## src/hw/uoy_map.svh

```systemverilog
// Purpose: Offsets, field positions, reset values and codes of the OUT endpoint Y-buffer block.
// Assumes: Byte addresses on a 32-bit AXI4-Lite slave, one register per aligned word.
// Notes:   Included by its bare name.
`ifndef UOY_MAP_SVH
`define UOY_MAP_SVH

// ---------------------------------------------------------------------------
// Register map
// ---------------------------------------------------------------------------
`define UOY_ADDR_W       12
`define UOY_GRP_STRIDE   12'h020
`define UOY_GRP_LSB      5
`define UOY_WORD_LSB     2
`define UOY_OFS_COUNT    3'h0
`define UOY_OFS_BASE     3'h1
`define UOY_OFS_STAT     12'h100
`define UOY_OFS_MASK     12'h104

// ---------------------------------------------------------------------------
// Fields and reset values
// ---------------------------------------------------------------------------
`define UOY_FLAG_BIT     7
`define UOY_COUNT_MSB    6
`define UOY_ADDR_LOW_W   3
`define UOY_COUNT_RST    7'h00
`define UOY_FLAG_RST     1'h0
`define UOY_BASE_RST     8'h00

// ---------------------------------------------------------------------------
// Bytes-per-sample codes and bus answers
// ---------------------------------------------------------------------------
`define UOY_BPS_1        2'h0
`define UOY_BPS_2        2'h1
`define UOY_BPS_3        2'h2
`define UOY_BPS_4        2'h3
`define UOY_RESP_OKAY    2'h0
`define UOY_RESP_SLVERR  2'h2

`endif

```

## src/hw/uoy_pkg.sv

```systemverilog
// Purpose: Types shared by the OUT endpoint Y-buffer block.
// Assumes: Constants live in uoy_map.svh.
// Notes:   One endpoint entry holds the count byte and the base byte.
package uoy_pkg;

    // -----------------------------------------------------------------------
    // Per-endpoint register pair
    // -----------------------------------------------------------------------
    typedef struct packed {
        logic       flag;
        logic [6:0] count;
        logic [7:0] base;
    } uoy_ep_t;

    // -----------------------------------------------------------------------
    // Completion report from the buffer manager
    // -----------------------------------------------------------------------
    typedef struct packed {
        logic       done;
        logic [2:0] ep;
        logic [9:0] bytes;
    } uoy_pkt_t;

endpackage : uoy_pkg

```

## src/hw/uoy_ep_cfg.sv

```systemverilog
// Purpose: Y-buffer count/flag and base address bytes of every OUT endpoint.
// Assumes: Buffer manager reports on the same clock; endpoint type and
//          bytes per sample come from the configuration bytes elsewhere.
// Notes:   Registers reached over AXI4-Lite; one shared interrupt, with a status and mask bit per endpoint.
`include "uoy_map.svh"
`timescale 1ns/1ps
`default_nettype none

module uoy_ep_cfg
    import uoy_pkg::*;
#(
    parameter int NUM_EP = 7
) (
    input  wire logic                          aclk,
    input  wire logic                          aresetn,
    input  wire logic [`UOY_ADDR_W-1:0]        s_axi_awaddr,
    input  wire logic                          s_axi_awvalid,
    output logic                               s_axi_awready,
    input  wire logic [31:0]                   s_axi_wdata,
    input  wire logic [3:0]                    s_axi_wstrb,
    input  wire logic                          s_axi_wvalid,
    output logic                               s_axi_wready,
    output logic [1:0]                         s_axi_bresp,
    output logic                               s_axi_bvalid,
    input  wire logic                          s_axi_bready,
    input  wire logic [`UOY_ADDR_W-1:0]        s_axi_araddr,
    input  wire logic                          s_axi_arvalid,
    output logic                               s_axi_arready,
    output logic [31:0]                        s_axi_rdata,
    output logic [1:0]                         s_axi_rresp,
    output logic                               s_axi_rvalid,
    input  wire logic                          s_axi_rready,
    input  wire uoy_pkt_t                      pkt,
    input  wire logic [NUM_EP-1:0]             ep_iso,
    input  wire logic [NUM_EP-1:0][1:0]        ep_bps,
    output logic [NUM_EP-1:0]                  ep_nack,
    output logic [NUM_EP-1:0][10:0]            y_start_addr,
    output logic                               irq
);

    // -----------------------------------------------------------------------
    // State
    // -----------------------------------------------------------------------
    typedef struct packed {
        uoy_ep_t [NUM_EP-1:0]      ep;
        logic    [NUM_EP-1:0]      stat;
        logic    [NUM_EP-1:0]      mask;
        logic                      aw_ok;
        logic [`UOY_ADDR_W-1:0]    awaddr;
        logic                      w_ok;
        logic [7:0]                wbyte;
        logic                      wlane;
        logic                      bvalid;
        logic [1:0]                bresp;
        logic                      rvalid;
        logic [31:0]               rdata;
        logic [1:0]                rresp;
    } uoy_state_t;

    uoy_state_t s;
    uoy_state_t next_s;

    logic [2:0]  wgrp;
    logic [2:0]  wword;
    logic [2:0]  rgrp;
    logic [2:0]  rword;
    logic [9:0]  samples;
    logic [2:0]  pep;

    // -----------------------------------------------------------------------
    // Handshake outputs
    // -----------------------------------------------------------------------
    // A new write is held off until its response has gone, so at most one
    // write is in flight.
    assign s_axi_awready = !s.aw_ok && !s.bvalid;
    assign s_axi_wready  = !s.w_ok && !s.bvalid;
    assign s_axi_arready = !s.rvalid;
    assign s_axi_bvalid  = s.bvalid;
    assign s_axi_bresp   = s.bresp;
    assign s_axi_rvalid  = s.rvalid;
    assign s_axi_rdata   = s.rdata;
    assign s_axi_rresp   = s.rresp;

    // -----------------------------------------------------------------------
    // Endpoint outputs
    // -----------------------------------------------------------------------
    always_comb begin
        for (int i = 0; i < NUM_EP; i++) begin
            ep_nack[i]      = s.ep[i].flag && !ep_iso[i];
            y_start_addr[i] = {s.ep[i].base, 3'h0};
        end
    end

    assign irq = |(s.stat & s.mask);

    // -----------------------------------------------------------------------
    // Address decode
    // -----------------------------------------------------------------------
    assign wgrp  = s.awaddr[`UOY_GRP_LSB+2:`UOY_GRP_LSB];
    assign wword = s.awaddr[`UOY_GRP_LSB-1:`UOY_WORD_LSB];
    assign rgrp  = s_axi_araddr[`UOY_GRP_LSB+2:`UOY_GRP_LSB];
    assign rword = s_axi_araddr[`UOY_GRP_LSB-1:`UOY_WORD_LSB];
    assign pep   = pkt.ep;

    // -----------------------------------------------------------------------
    // Packet count
    // -----------------------------------------------------------------------
    // Bulk-type endpoints count bytes; isochronous ones count samples.
    always_comb begin
        samples = pkt.bytes;
        if (ep_iso[pep]) begin
            case (ep_bps[pep])
                `UOY_BPS_1: samples = pkt.bytes;
                `UOY_BPS_2: samples = pkt.bytes >> 1;
                `UOY_BPS_3: samples = pkt.bytes / 10'h003;
                `UOY_BPS_4: samples = pkt.bytes >> 2;
                default:    samples = pkt.bytes;
            endcase
        end
    end

    // -----------------------------------------------------------------------
    // Next state
    // -----------------------------------------------------------------------
    always_comb begin
        next_s = s;

        // Write address and data are latched separately, in either order.
        if (s_axi_awvalid && s_axi_awready) begin
            next_s.aw_ok  = 1'b1;
            next_s.awaddr = s_axi_awaddr;
        end
        if (s_axi_wvalid && s_axi_wready) begin
            next_s.w_ok  = 1'b1;
            next_s.wbyte = s_axi_wdata[7:0];
            next_s.wlane = s_axi_wstrb[0];
        end
        if (s.bvalid && s_axi_bready) begin
            next_s.bvalid = 1'b0;
        end

        // Commit a write once both halves are held.
        if (s.aw_ok && s.w_ok) begin
            next_s.aw_ok  = 1'b0;
            next_s.w_ok   = 1'b0;
            next_s.bvalid = 1'b1;
            next_s.bresp  = `UOY_RESP_OKAY;
            if (s.awaddr == `UOY_OFS_STAT) begin
                if (s.wlane) begin
                    next_s.stat = s.stat & ~s.wbyte[NUM_EP-1:0];
                end
            end else if (s.awaddr == `UOY_OFS_MASK) begin
                if (s.wlane) begin
                    next_s.mask = s.wbyte[NUM_EP-1:0];
                end
            end else if (s.awaddr < `UOY_OFS_STAT && wgrp < NUM_EP) begin
                if (s.wlane && wword == `UOY_OFS_COUNT) begin
                    next_s.ep[wgrp].flag  = s.wbyte[`UOY_FLAG_BIT];
                    next_s.ep[wgrp].count = s.wbyte[`UOY_COUNT_MSB:0];
                end else if (s.wlane && wword == `UOY_OFS_BASE) begin
                    next_s.ep[wgrp].base = s.wbyte;
                end
            end else begin
                next_s.bresp = `UOY_RESP_SLVERR;
            end
        end

        // Buffer manager completion comes last so it wins over firmware.
        if (pkt.done && pep < NUM_EP) begin
            next_s.ep[pep].flag  = 1'b1;
            next_s.ep[pep].count = samples[6:0];
            next_s.stat[pep]     = 1'b1;
        end

        // Reads answer one cycle after the address is taken.
        if (s.rvalid && s_axi_rready) begin
            next_s.rvalid = 1'b0;
        end
        if (s_axi_arvalid && s_axi_arready) begin
            next_s.rvalid = 1'b1;
            next_s.rdata  = 32'h0000_0000;
            next_s.rresp  = `UOY_RESP_OKAY;
            if (s_axi_araddr == `UOY_OFS_STAT) begin
                next_s.rdata[NUM_EP-1:0] = s.stat;
            end else if (s_axi_araddr == `UOY_OFS_MASK) begin
                next_s.rdata[NUM_EP-1:0] = s.mask;
            end else if (s_axi_araddr < `UOY_OFS_STAT && rgrp < NUM_EP) begin
                if (rword == `UOY_OFS_COUNT) begin
                    next_s.rdata[7:0] = {s.ep[rgrp].flag, s.ep[rgrp].count};
                end else if (rword == `UOY_OFS_BASE) begin
                    next_s.rdata[7:0] = s.ep[rgrp].base;
                end
            end else begin
                next_s.rresp = `UOY_RESP_SLVERR;
            end
        end
    end

    // -----------------------------------------------------------------------
    // Registers
    // -----------------------------------------------------------------------
    always_ff @(posedge aclk) begin
        if (!aresetn) begin
            s <= '0;
            for (int i = 0; i < NUM_EP; i++) begin
                s.ep[i].flag  <= `UOY_FLAG_RST;
                s.ep[i].count <= `UOY_COUNT_RST;
                s.ep[i].base  <= `UOY_BASE_RST;
            end
        end else begin
            s <= next_s;
        end
    end

endmodule : uoy_ep_cfg

`default_nettype wire

```

## config.mk

```make
export PLATFORM = sky130hd
export DESIGN_NAME = uoy_ep_cfg
export DESIGN_NICKNAME = d
export VERILOG_FILES = /design/src/hw/uoy_pkg.sv /design/src/hw/uoy_ep_cfg.sv
export VERILOG_INCLUDE_DIRS = /design/src /design/src/hw
export SDC_FILE = /design/constraint.sdc
export NUM_CORES = 1
export LEC_CHECK = 0
export BUFFER_PORTS_ARGS = -buffer_cell sky130_fd_sc_hd__buf_2
export CAP_MARGIN = 20
export CORE_MARGIN = 1.5
export CORE_UTILIZATION = 40
export CTS_CLUSTER_DIAMETER = 60
export DETAILED_ROUTE_END_ITERATION = 10
export PLACE_DENSITY = 0.68
export SLEW_MARGIN = 20
export SYNTH_ARGS = -nofsm -noshare
export SYNTH_HDL_FRONTEND = slang
export SYNTH_SLANG_ARGS = --single-unit
```

## constraint.sdc

```tcl
create_clock -name aclk -period 4.3 [get_ports aclk]
set_clock_uncertainty 0.05 [all_clocks]
set_input_delay 0.645 -clock aclk [delete_from_list [all_inputs] [get_ports aclk]]
set_output_delay 0.645 -clock aclk [all_outputs]
set_load 0.05 [all_outputs]
```

Word-level counts from Yosys, hierarchy flattened
Index checks and enable logic that the tools add are counted.
- bits in registers: 163
- input port bits: 102
- output and inout port bits: 126
- div/mod/pow operators: 1
- magnitude comparators: 10
- equality and inequality tests: 9
- muxes and demuxes: 55
- bitwise gates (word level): 6
- reduce and logical (&&, ||, !) cells: 41
- operators by type and width (operator ; count):
    $bwmux 112 ; 5
    $mux 112 ; 5
    $demux 16 s3 ; 5
    $mux 127 ; 1
    $mux 119 ; 1
    $mux 7 ; 8
    $bmux 16 s3 ; 1
    $eq 12x9->1 const B ; 4
    $mux 16 ; 3
    $mux 35 ; 1
    $mux 8 ; 4
    $mux 15 ; 2
    $pmux 7 s4 ; 1
    $lt 12x9->1 const B ; 2
    $logic_and 1x1->1 ; 22
    $and 7x7->7 ; 2
    $mux 2 ; 7
    $mux 13 ; 1
    $lt 3x4->1 const B ; 3
    $logic_not 1->1 ; 11
    $div 10x2->10 const B ; 1
    $lt 3x3->1 const B ; 3
    $not 7->7 ; 1
    $or 7x7->7 ; 1
    16 further kinds ; 27

Depth between registers and ports, before layout
Gate-level depths: netlist (run 1).
- depth after elaboration: 14
- mapped depth: 18

Least setup slack after synthesis (run 1)
OpenSTA, ideal clock, no wires.
- path kind: input to register
- from: input port pkt[6] (netlist name)
- to: register s[115] (netlist name)
- library setup time: 0.059 ns
- arrival: 3.728 ns
- setup slack: 0.462 ns
- stages on the path: 17
- buffers on the path: 2
- cells stage by stage: buf_6 buf_4 and3b_1 a211o_1 a22o_1 nor2_2 nand2_1 nand2_1 a21oi_1 ha_1 nor2_1 and3_1 o211a_1 a311oi_2 a31oi_1 a2111oi_4 a31o_1
- longest elaborated chain between the ends: 5
- ends and longest elaborated chain (what ; line ; text):
    start, declared ; uoy_ep_cfg.sv:33 ; input wire uoy_pkt_t pkt,
    $div 10x2->10 ; uoy_ep_cfg.sv:115 ; `UOY_BPS_3: samples = pkt.bytes / 10'h003;
    $pmux 7 s4 ; uoy_ep_cfg.sv:112 ; case (ep_bps[pep])
    $mux 7 ; uoy_ep_cfg.sv:111 ; if (ep_iso[pep]) begin
    $bwmux 112 ; uoy_ep_cfg.sv:171 ; next_s.ep[pep].count = samples[6:0];
    $mux 119 ; uoy_ep_cfg.sv:169 ; if (pkt.done && pep < NUM_EP) begin
    end signal, assigned ; uoy_ep_cfg.sv:211 ; s <= next_s;
    end, declared ; uoy_ep_cfg.sv:60 ; uoy_state_t s;
Every way passes these cells.
A chain may end at the register's enable or synchronous reset.

Worst setup path in the final report (run 1)
- from: input port pkt[9] (netlist name)
- to: register s[115] (netlist name)
The elaborated chain is that of the path after synthesis.

==> results.md, run 1 <==
* Status: finished clean
* Startpoint types: primary input
* WS Path Type: in2reg
* Peak supply drop at 0.0003035 V
* Max-Cap Viols at 0
* Busiest grt layer: met2
* Layout cells sized above 1 at 0.1960
* Met2 GRT Util at 0.3370
* Initial Util at 0.4061
* R2r startpoint: s[59]$_SDFFE_PN0P_
* WL per Instance at 17.64 µm
* CTS Hold Bufs at 0
* Instance count of the mapped netlist at 1163
* Async S/R FF share, synth at 0
* Avg Inst Size Synth at 8.467 µm²
* CP max-delay cell: a2111oi_4
* Total track usage at 0.2078
* DRT Wirelength at 27.06 mm
* Final hold violations at 0
* First-pass GRT wire length at 42.12 mm
* CTS Buf Count at 17
* Reg2reg path depth at 6
* Dpl hpwl at 19.26 mm
* Sw Ratio at 0.3026
* Initial antenna violation count at 1
* Final setup vio count at 0
* Leakage at 4.731 nW
* Chip width at 159.9 µm
* Root buffer cell: clkbuf_16
* Slew Limit Fails at 0
* Critical path buffers and inverters at 1
* Hold depth at 2
* Row count at 57
* Min-delay worst type: in2reg
* Die Area at 25570 µm²
* Clk buf depth at 2
* Worst slew pin tran at 1.031 ns
* H-tree Lvls at 4
* CTS tree: built
* Critical path data arrival time at 4.09 ns
* Via density per instance at 5.514
* P_sw at 1.093 mW
* Comb power frac at 0.168
* R2R setup slack at 1.61 ns
* P_int at 2.518 mW
* Clk slew on worst S/H paths at 0.06 ns
* Port bufs at 153
* Vias in the first global route at 7660
* Post-CTS Setup Inserts at 0
* Crit path time final at 3.777 ns
* Fillers at 2414
* GP Congestion at 0.8355
* Via count at 8459
* Met1 Use GR at 0.2826
* Synthesis-to-layout area growth at 7.954%
* Distinct cell type count after synthesis at 72
* Number of instances resized during post-cts repair at 0
* Pwr/cell area at 339.7 nW/µm²
* Setup TNS at 0 ns
* DR DRC count at 0
* Number of flops mapped to enable cells by yosys at 0
* Synth Warn # at 0
* Core Area at 24250 µm²
* Total clock sinks at 161
* Critical Path RT at 4.62 ns
* Pre-Repair DR Iteration Count at 5
* Clk_lat worst skew at 0.43 ns
* Worst Hold Path EP: s_axi_rvalid$_SDFFE_PN0P_
* Placed cells at 1501
* Setup crit end kind: flip-flop
* Non-filler cells, final at 1534
* Clock Power Share at 0.390
* Slew headroom at 0.3101
* Die height at 159.9 µm
* Ports at 228
* Mapped cell area at 9847 µm²
* Commonest non-fill, non-tap cell in the layout: nand2_1
* Worst-path fanout max at 22
* WP depth at 17
* Routing usage on met3 at 0.03506
* FMAX at 264.8 MHz
* Register share of total power at 0.442
* RSZ-0062 raised after global routing: false
* CP top delay family: compound AO/OA/AOI/OAI gates
* Sequential share of the synthesized area at 0.3273
* Initial drt markers at 805
* Post-route clock period utilization at 0.8783
* Post-synth top flop: dfxtp_1
* Final ANT Viol Nets at 0
* Crit-path cells: buf_2 -> or3b_1 -> a31oi_1 -> a22o_1 -> nor2_2 -> nand2_1 -> nor2_1 -> nor3_1 -> a21oi_1 -> ha_1 -> nor2_1 -> and3_1 -> o211a_1 -> a311oi_2 -> a31oi_1 -> a2111oi_4 -> a31o_1
* Crit-path max cell delay at 0.56 ns
* Synthesized flop and latch total at 161
* Most frequent cells in the layout: nand2_1 (205), dfxtp_1 (161), buf_2 (153), mux2i_1 (112), a21oi_1 (53)
* Layout Nets at 1299
* Hold path start: s_axi_arvalid
* GRT overflow at 0
* Largest net degree at the start of global routing at 83
==> power groups by stage <==
stage | combinational [mW] | clock, mW | sequential, mW
5_1_grt | 0.655 | 1.48 | 1.60
2_1_floorplan | 0.521 | 0 | 1.59
3_5_place_dp | 0.602 | 0 | 1.63
3_3_place_gp | 0.595 | 0 | 1.63
4_1_cts | 0.604 | 1.42 | 1.59
6_report | 0.607 | 1.41 | 1.60
==> area by class of cell <==
type                       count  area [µm²]  share of cell area
tap                          324       405.4             0.03814
multi-input combinational    842        5558              0.5228
antenna                        1       2.502           0.0002354
clock inverter                10       73.82            0.006944
timing repair buffer         166       863.3             0.08121
sequential                   161        3223              0.3032
clock buffer                  22       474.2             0.04461
inverter                       8       30.03            0.002825
==> routing by layer <==
metal  vias up  share of wire
li1       4016              -
met1      4059           0.44
met3        33          0.071
met4         0          0.017
met2       351           0.47
met5         -              0
==> stage by stage <==
step / util / instance area, µm² / worst slack, ns / hold slack, ns / power, mW
after floorplan: - / 10020 / 0.4623 / 0.3863 / 2.111
final: 0.4384 / 10630 / 0.5234 / 0.3949 / 3.611
after detailed placement: 0.4157 / 10080 / 0.1409 / 0.4096 / 2.229
after global routing: 0.4383 / 10630 / 0.2883 / 0.3893 / 3.738
after global placement: 0.4157 / 10080 / 0.1738 / 0.4029 / 2.220
after CTS: 0.4383 / 10630 / 0.5506 / 0.3852 / 3.618
==> synthesized netlist by cell type, types with 4 or more instances <==
cell type | instances | area [µm²]
and3_1 | 19 | 118.9
nand2_1 | 205 | 769.5
mux2_2 | 6 | 67.56
buf_4 | 114 | 855.8
nor3_1 | 10 | 50.05
nand3_1 | 25 | 125.1
a22oi_1 | 11 | 82.58
mux4_2 | 27 | 608.1
and2_1 | 8 | 50.05
o22ai_1 | 28 | 175.2
dfxtp_1 | 161 | 3223
nand2b_1 | 19 | 118.9
mux2i_1 | 112 | 1121
a21boi_0 | 33 | 247.7
o211ai_1 | 10 | 75.07
nor2b_1 | 42 | 262.8
nor2_1 | 49 | 183.9
nor4_1 | 6 | 37.54
o21ai_0 | 35 | 175.2
nand4_1 | 5 | 31.28
a21oi_1 | 53 | 265.3
clkbuf_1 | 65 | 244.0
a31oi_1 | 7 | 43.79
o211a_1 | 15 | 150.1
buf_1 | 4 | 15.01
a211oi_1 | 5 | 37.54
buf_2 | 12 | 60.06
nand3b_1 | 5 | 37.54
a21o_1 | 7 | 52.55
inv_1 | 6 | 22.52
==> worst max path at each step <==
stage               slack [ns]           endpoint    from
floorplan                 0.46  s[115]$_SDFF_PN0_  pkt[6]
detailed placement        0.14  s[115]$_SDFF_PN0_  pkt[9]
CTS                       0.55  s[115]$_SDFF_PN0_  pkt[9]
global placement          0.17  s[115]$_SDFF_PN0_  pkt[9]
finish                    0.52  s[115]$_SDFF_PN0_  pkt[9]
global route              0.29  s[115]$_SDFF_PN0_  pkt[9]
==> worst reg2reg max path, cell delays in order (launching register included) <==
cell and delay (ns):
dfxtp_1 0.33, nor4_1 0.62, and2_1 0.25, nand3_1 0.16, nor2_1 0.83, mux2i_1 0.28
nor2b_1 0.06
==> cell families (layout without fill, tap and decap cells) <==
kind of cell | after synthesis | count (layout) | synth area share
mux | 145 | 145 | 0.1825
simple gates | 411 | 411 | 0.1973
fa+ha+maj | 2 | 2 | 0.002287
other cells | 1 | 48 | 0.0003808
compound gates | 234 | 234 | 0.1618
flops | 161 | 161 | 0.3273
xor+xnor | 3 | 3 | 0.002669
buf+inv | 206 | 206 | 0.1258
Note: power is estimated with default switching activity, not from simulation.
==> run 2: changes to the inputs <==
BUFFER_PORTS_ARGS = -buffer_cell sky130_fd_sc_hd__clkbuf_2   (was -buffer_cell sky130_fd_sc_hd__buf_2)
==> run 2 against run 1 <==
Utilization increased by 0.13 points. Hold slack got worse by 0.013 ns. Highest routed layer unchanged. Clock power increased by 8%. Sequential power about the same. Clock-buffer cell count decreased by 3. Critical path type unchanged. Critical endpoint unchanged. Register-to-register slack got worse by 0.07 ns.
==> results.md, run 2 (same netlist as run 1, synthesis figures left out) <==
* Total track usage at 0.2095 (+0.001740)
* Leakage at 4.696 nW (-0.73%)
* Via density per instance at 5.447 (-1.2%)
* Largest net degree at the start of global routing at 61 (-27%)
* Clk buf depth at 2 (unchanged)
* Slew Limit Fails at 0 (unchanged)
* Initial drt markers at 791 (-1.7%)
* GRT overflow at 0 (unchanged)
* Sw Ratio at 0.2926 (-0.009989)
* Pwr/cell area at 348.7 nW/µm² (+2.7%)
* Critical Path RT at 4.62 ns (about the same)
* Dpl hpwl at 19.35 mm (+0.45%)
* Min-delay worst type: in2reg
* Post-CTS Setup Inserts at 0 (unchanged)
* P_int at 2.630 mW (+4.4%)
* First-pass GRT wire length at 42.16 mm (about the same)
* Power Total at 3.719 mW (+3.0%)
* Comb power frac at 0.163 (-0.005)
* Via count at 8351 (-1.3%)
* Layout cells sized above 1 at 0.1960 (unchanged)
* DR DRC count at 0 (unchanged)
* Place WS at 0.1812 ns (+0.04031 ns)
* Register share of total power at 0.429 (-0.013)
* CTS tree: built
* Core Area at 24250 µm² (unchanged)
* Status: finished clean
* CTS Buf Count at 17 (unchanged)
* Most frequent cells in the layout: nand2_1 (205), dfxtp_1 (161), clkbuf_2 (153), mux2i_1 (112), a21oi_1 (53)
* Die Area at 25570 µm² (unchanged)
* Number of instances resized during post-cts repair at 0 (unchanged)
* Worst-path fanout max at 20 (-9.1%)
* Pre-Repair DR Iteration Count at 6 (+1)
* Startpoint types: primary input
* Setup crit end kind: flip-flop
* Final setup vio count at 0 (unchanged)
* Layout Nets at 1300 (+0.077%)
* DRT Wirelength at 27.38 mm (+1.2%)
* Critical path data arrival time at 4.05 ns (-0.04 ns)
* Number of diodes at 0 (-1)
* CTS Hold Bufs at 0 (unchanged)
* Synthesis-to-layout area growth at 8.284%
* Worst setup margin at 0.5767 ns (+0.05334 ns)
* Final ANT Viol Nets at 0 (unchanged)
* Chip width at 159.9 µm (unchanged)
* Setup TNS at 0 ns (unchanged)
* Clock Power Share at 0.408 (+0.018)
* P_sw at 1.088 mW (-0.43%)
* Row count at 57 (unchanged)
* WL per Instance at 17.86 µm (+1.2%)
* Slew headroom at 0.2295 (-0.08056)
* Ports at 228 (unchanged)
* Clk slew on worst S/H paths at 0.06 ns (about the same)
* Initial Util at 0.4061 (unchanged)
* WS Path Type: in2reg
* Crit path time final at 3.723 ns (-0.05334 ns)
* H-tree Lvls at 4 (unchanged)
* Total clock sinks at 161 (unchanged)
* Post-route clock period utilization at 0.8659 (-0.01241)
* Hold slack at 0.3814 ns (-0.01344 ns)
* Clk_lat worst skew at 0.43 ns (about the same)
* Final hold violations at 0 (unchanged)
* Vias in the first global route at 7594 (-0.86%)
* Max-Cap Viols at 0 (unchanged)
* RSZ-0062 raised after global routing: false
* GP Congestion at 0.8566 (+2.5%)
* Root buffer cell: clkbuf_16
* Commonest non-fill, non-tap cell in the layout: nand2_1
* Port bufs at 153 (unchanged)
* Initial antenna violation count at 0 (-1)
* Peak supply drop at 0.0003313 V (+9.2%)
* FMAX at 268.6 MHz (+1.4%)
* Die height at 159.9 µm (unchanged)
* Worst slew pin tran at 1.156 ns (+0.1246 ns)
## run 2: cell types whose count changed in the layout (fill, tap and decap cells not counted), moves of 2 or more
cell       change
clkbuf_8       -3
bufinv_16      +3
buf_2        -153
clkinv_2       +3
clkbuf_2     +153
inv_6          -3
clkinv_4       -2
## run 2: metrics by stage
| step | util | cell area (µm²) | instances |
|---|---|---|---|
| after floorplan | - | 10020 | 1209 |
| after global placement | 0.4160 | 10090 | 1502 |
| after detailed placement | 0.4160 | 10090 | 1502 |
| after CTS | 0.4397 | 10660 | 1533 |
| after global routing | 0.4397 | 10660 | 1533 |
| final | 0.4397 | 10660 | 1533 |
## run 2: critical path, stage by stage
cell and delay, ns:
clkbuf_2 0.13, buf_4 0.25, xnor2_1 0.14, a211o_1 0.32
a22oi_2 0.27, nand2_1 0.18, nor2_1 0.14, nor3_1 0.05
a21oi_1 0.15, ha_1 0.17, nor2_1 0.08, and3_1 0.21
o211a_1 0.14, a311oi_2 0.23, a31oi_1 0.15, a2111oi_4 0.56
a31o_1 0.21
## run 2: worst paths after layout
path / start / endpoint / slack [ns] / cells after the start
hold / removal: s_axi_awaddr[3] / s[51]$_SDFFE_PN0P_ / 0.38 / 3
setup / recovery: pkt[6] / s[115]$_SDFF_PN0_ / 0.58 / 17
setup reg to reg: s[59]$_SDFFE_PN0P_ / flip-flop / 1.54 / 6
hold reg to reg: s[48]$_SDFFE_PN0P_ / s[48]$_SDFFE_PN0P_ / 0.41 / 2
## run 2: power groups by stage
stage | logic (mW) | registers, mW | clock network, mW
finish | 0.606 | 1.60 | 1.52
global route | 0.653 | 1.60 | 1.59
CTS | 0.603 | 1.59 | 1.53
detailed placement | 0.600 | 1.63 | 0
global placement | 0.592 | 1.63 | 0
floorplan | 0.521 | 1.59 | 0
## run 2: final cells by class
class                      count  area, µm²
clock buffer                  19      432.9
inverter                       8      30.03
sequential                   161       3223
multi-input combinational    842       5558
fill                        2426      13590
timing repair buffer         167      870.8
tap                          324      405.4
clock inverter                12      142.6
## run 2: per-layer routing
| layer | part of all wire | global-route usage |
|---|---|---|
| met1 | 0.43 | 0.2812 |
| met2 | 0.48 | 0.3460 |
| met3 | 0.075 | 0.04234 |
| met4 | 0.015 | 0.05013 |
| met5 | 0 | 0 |
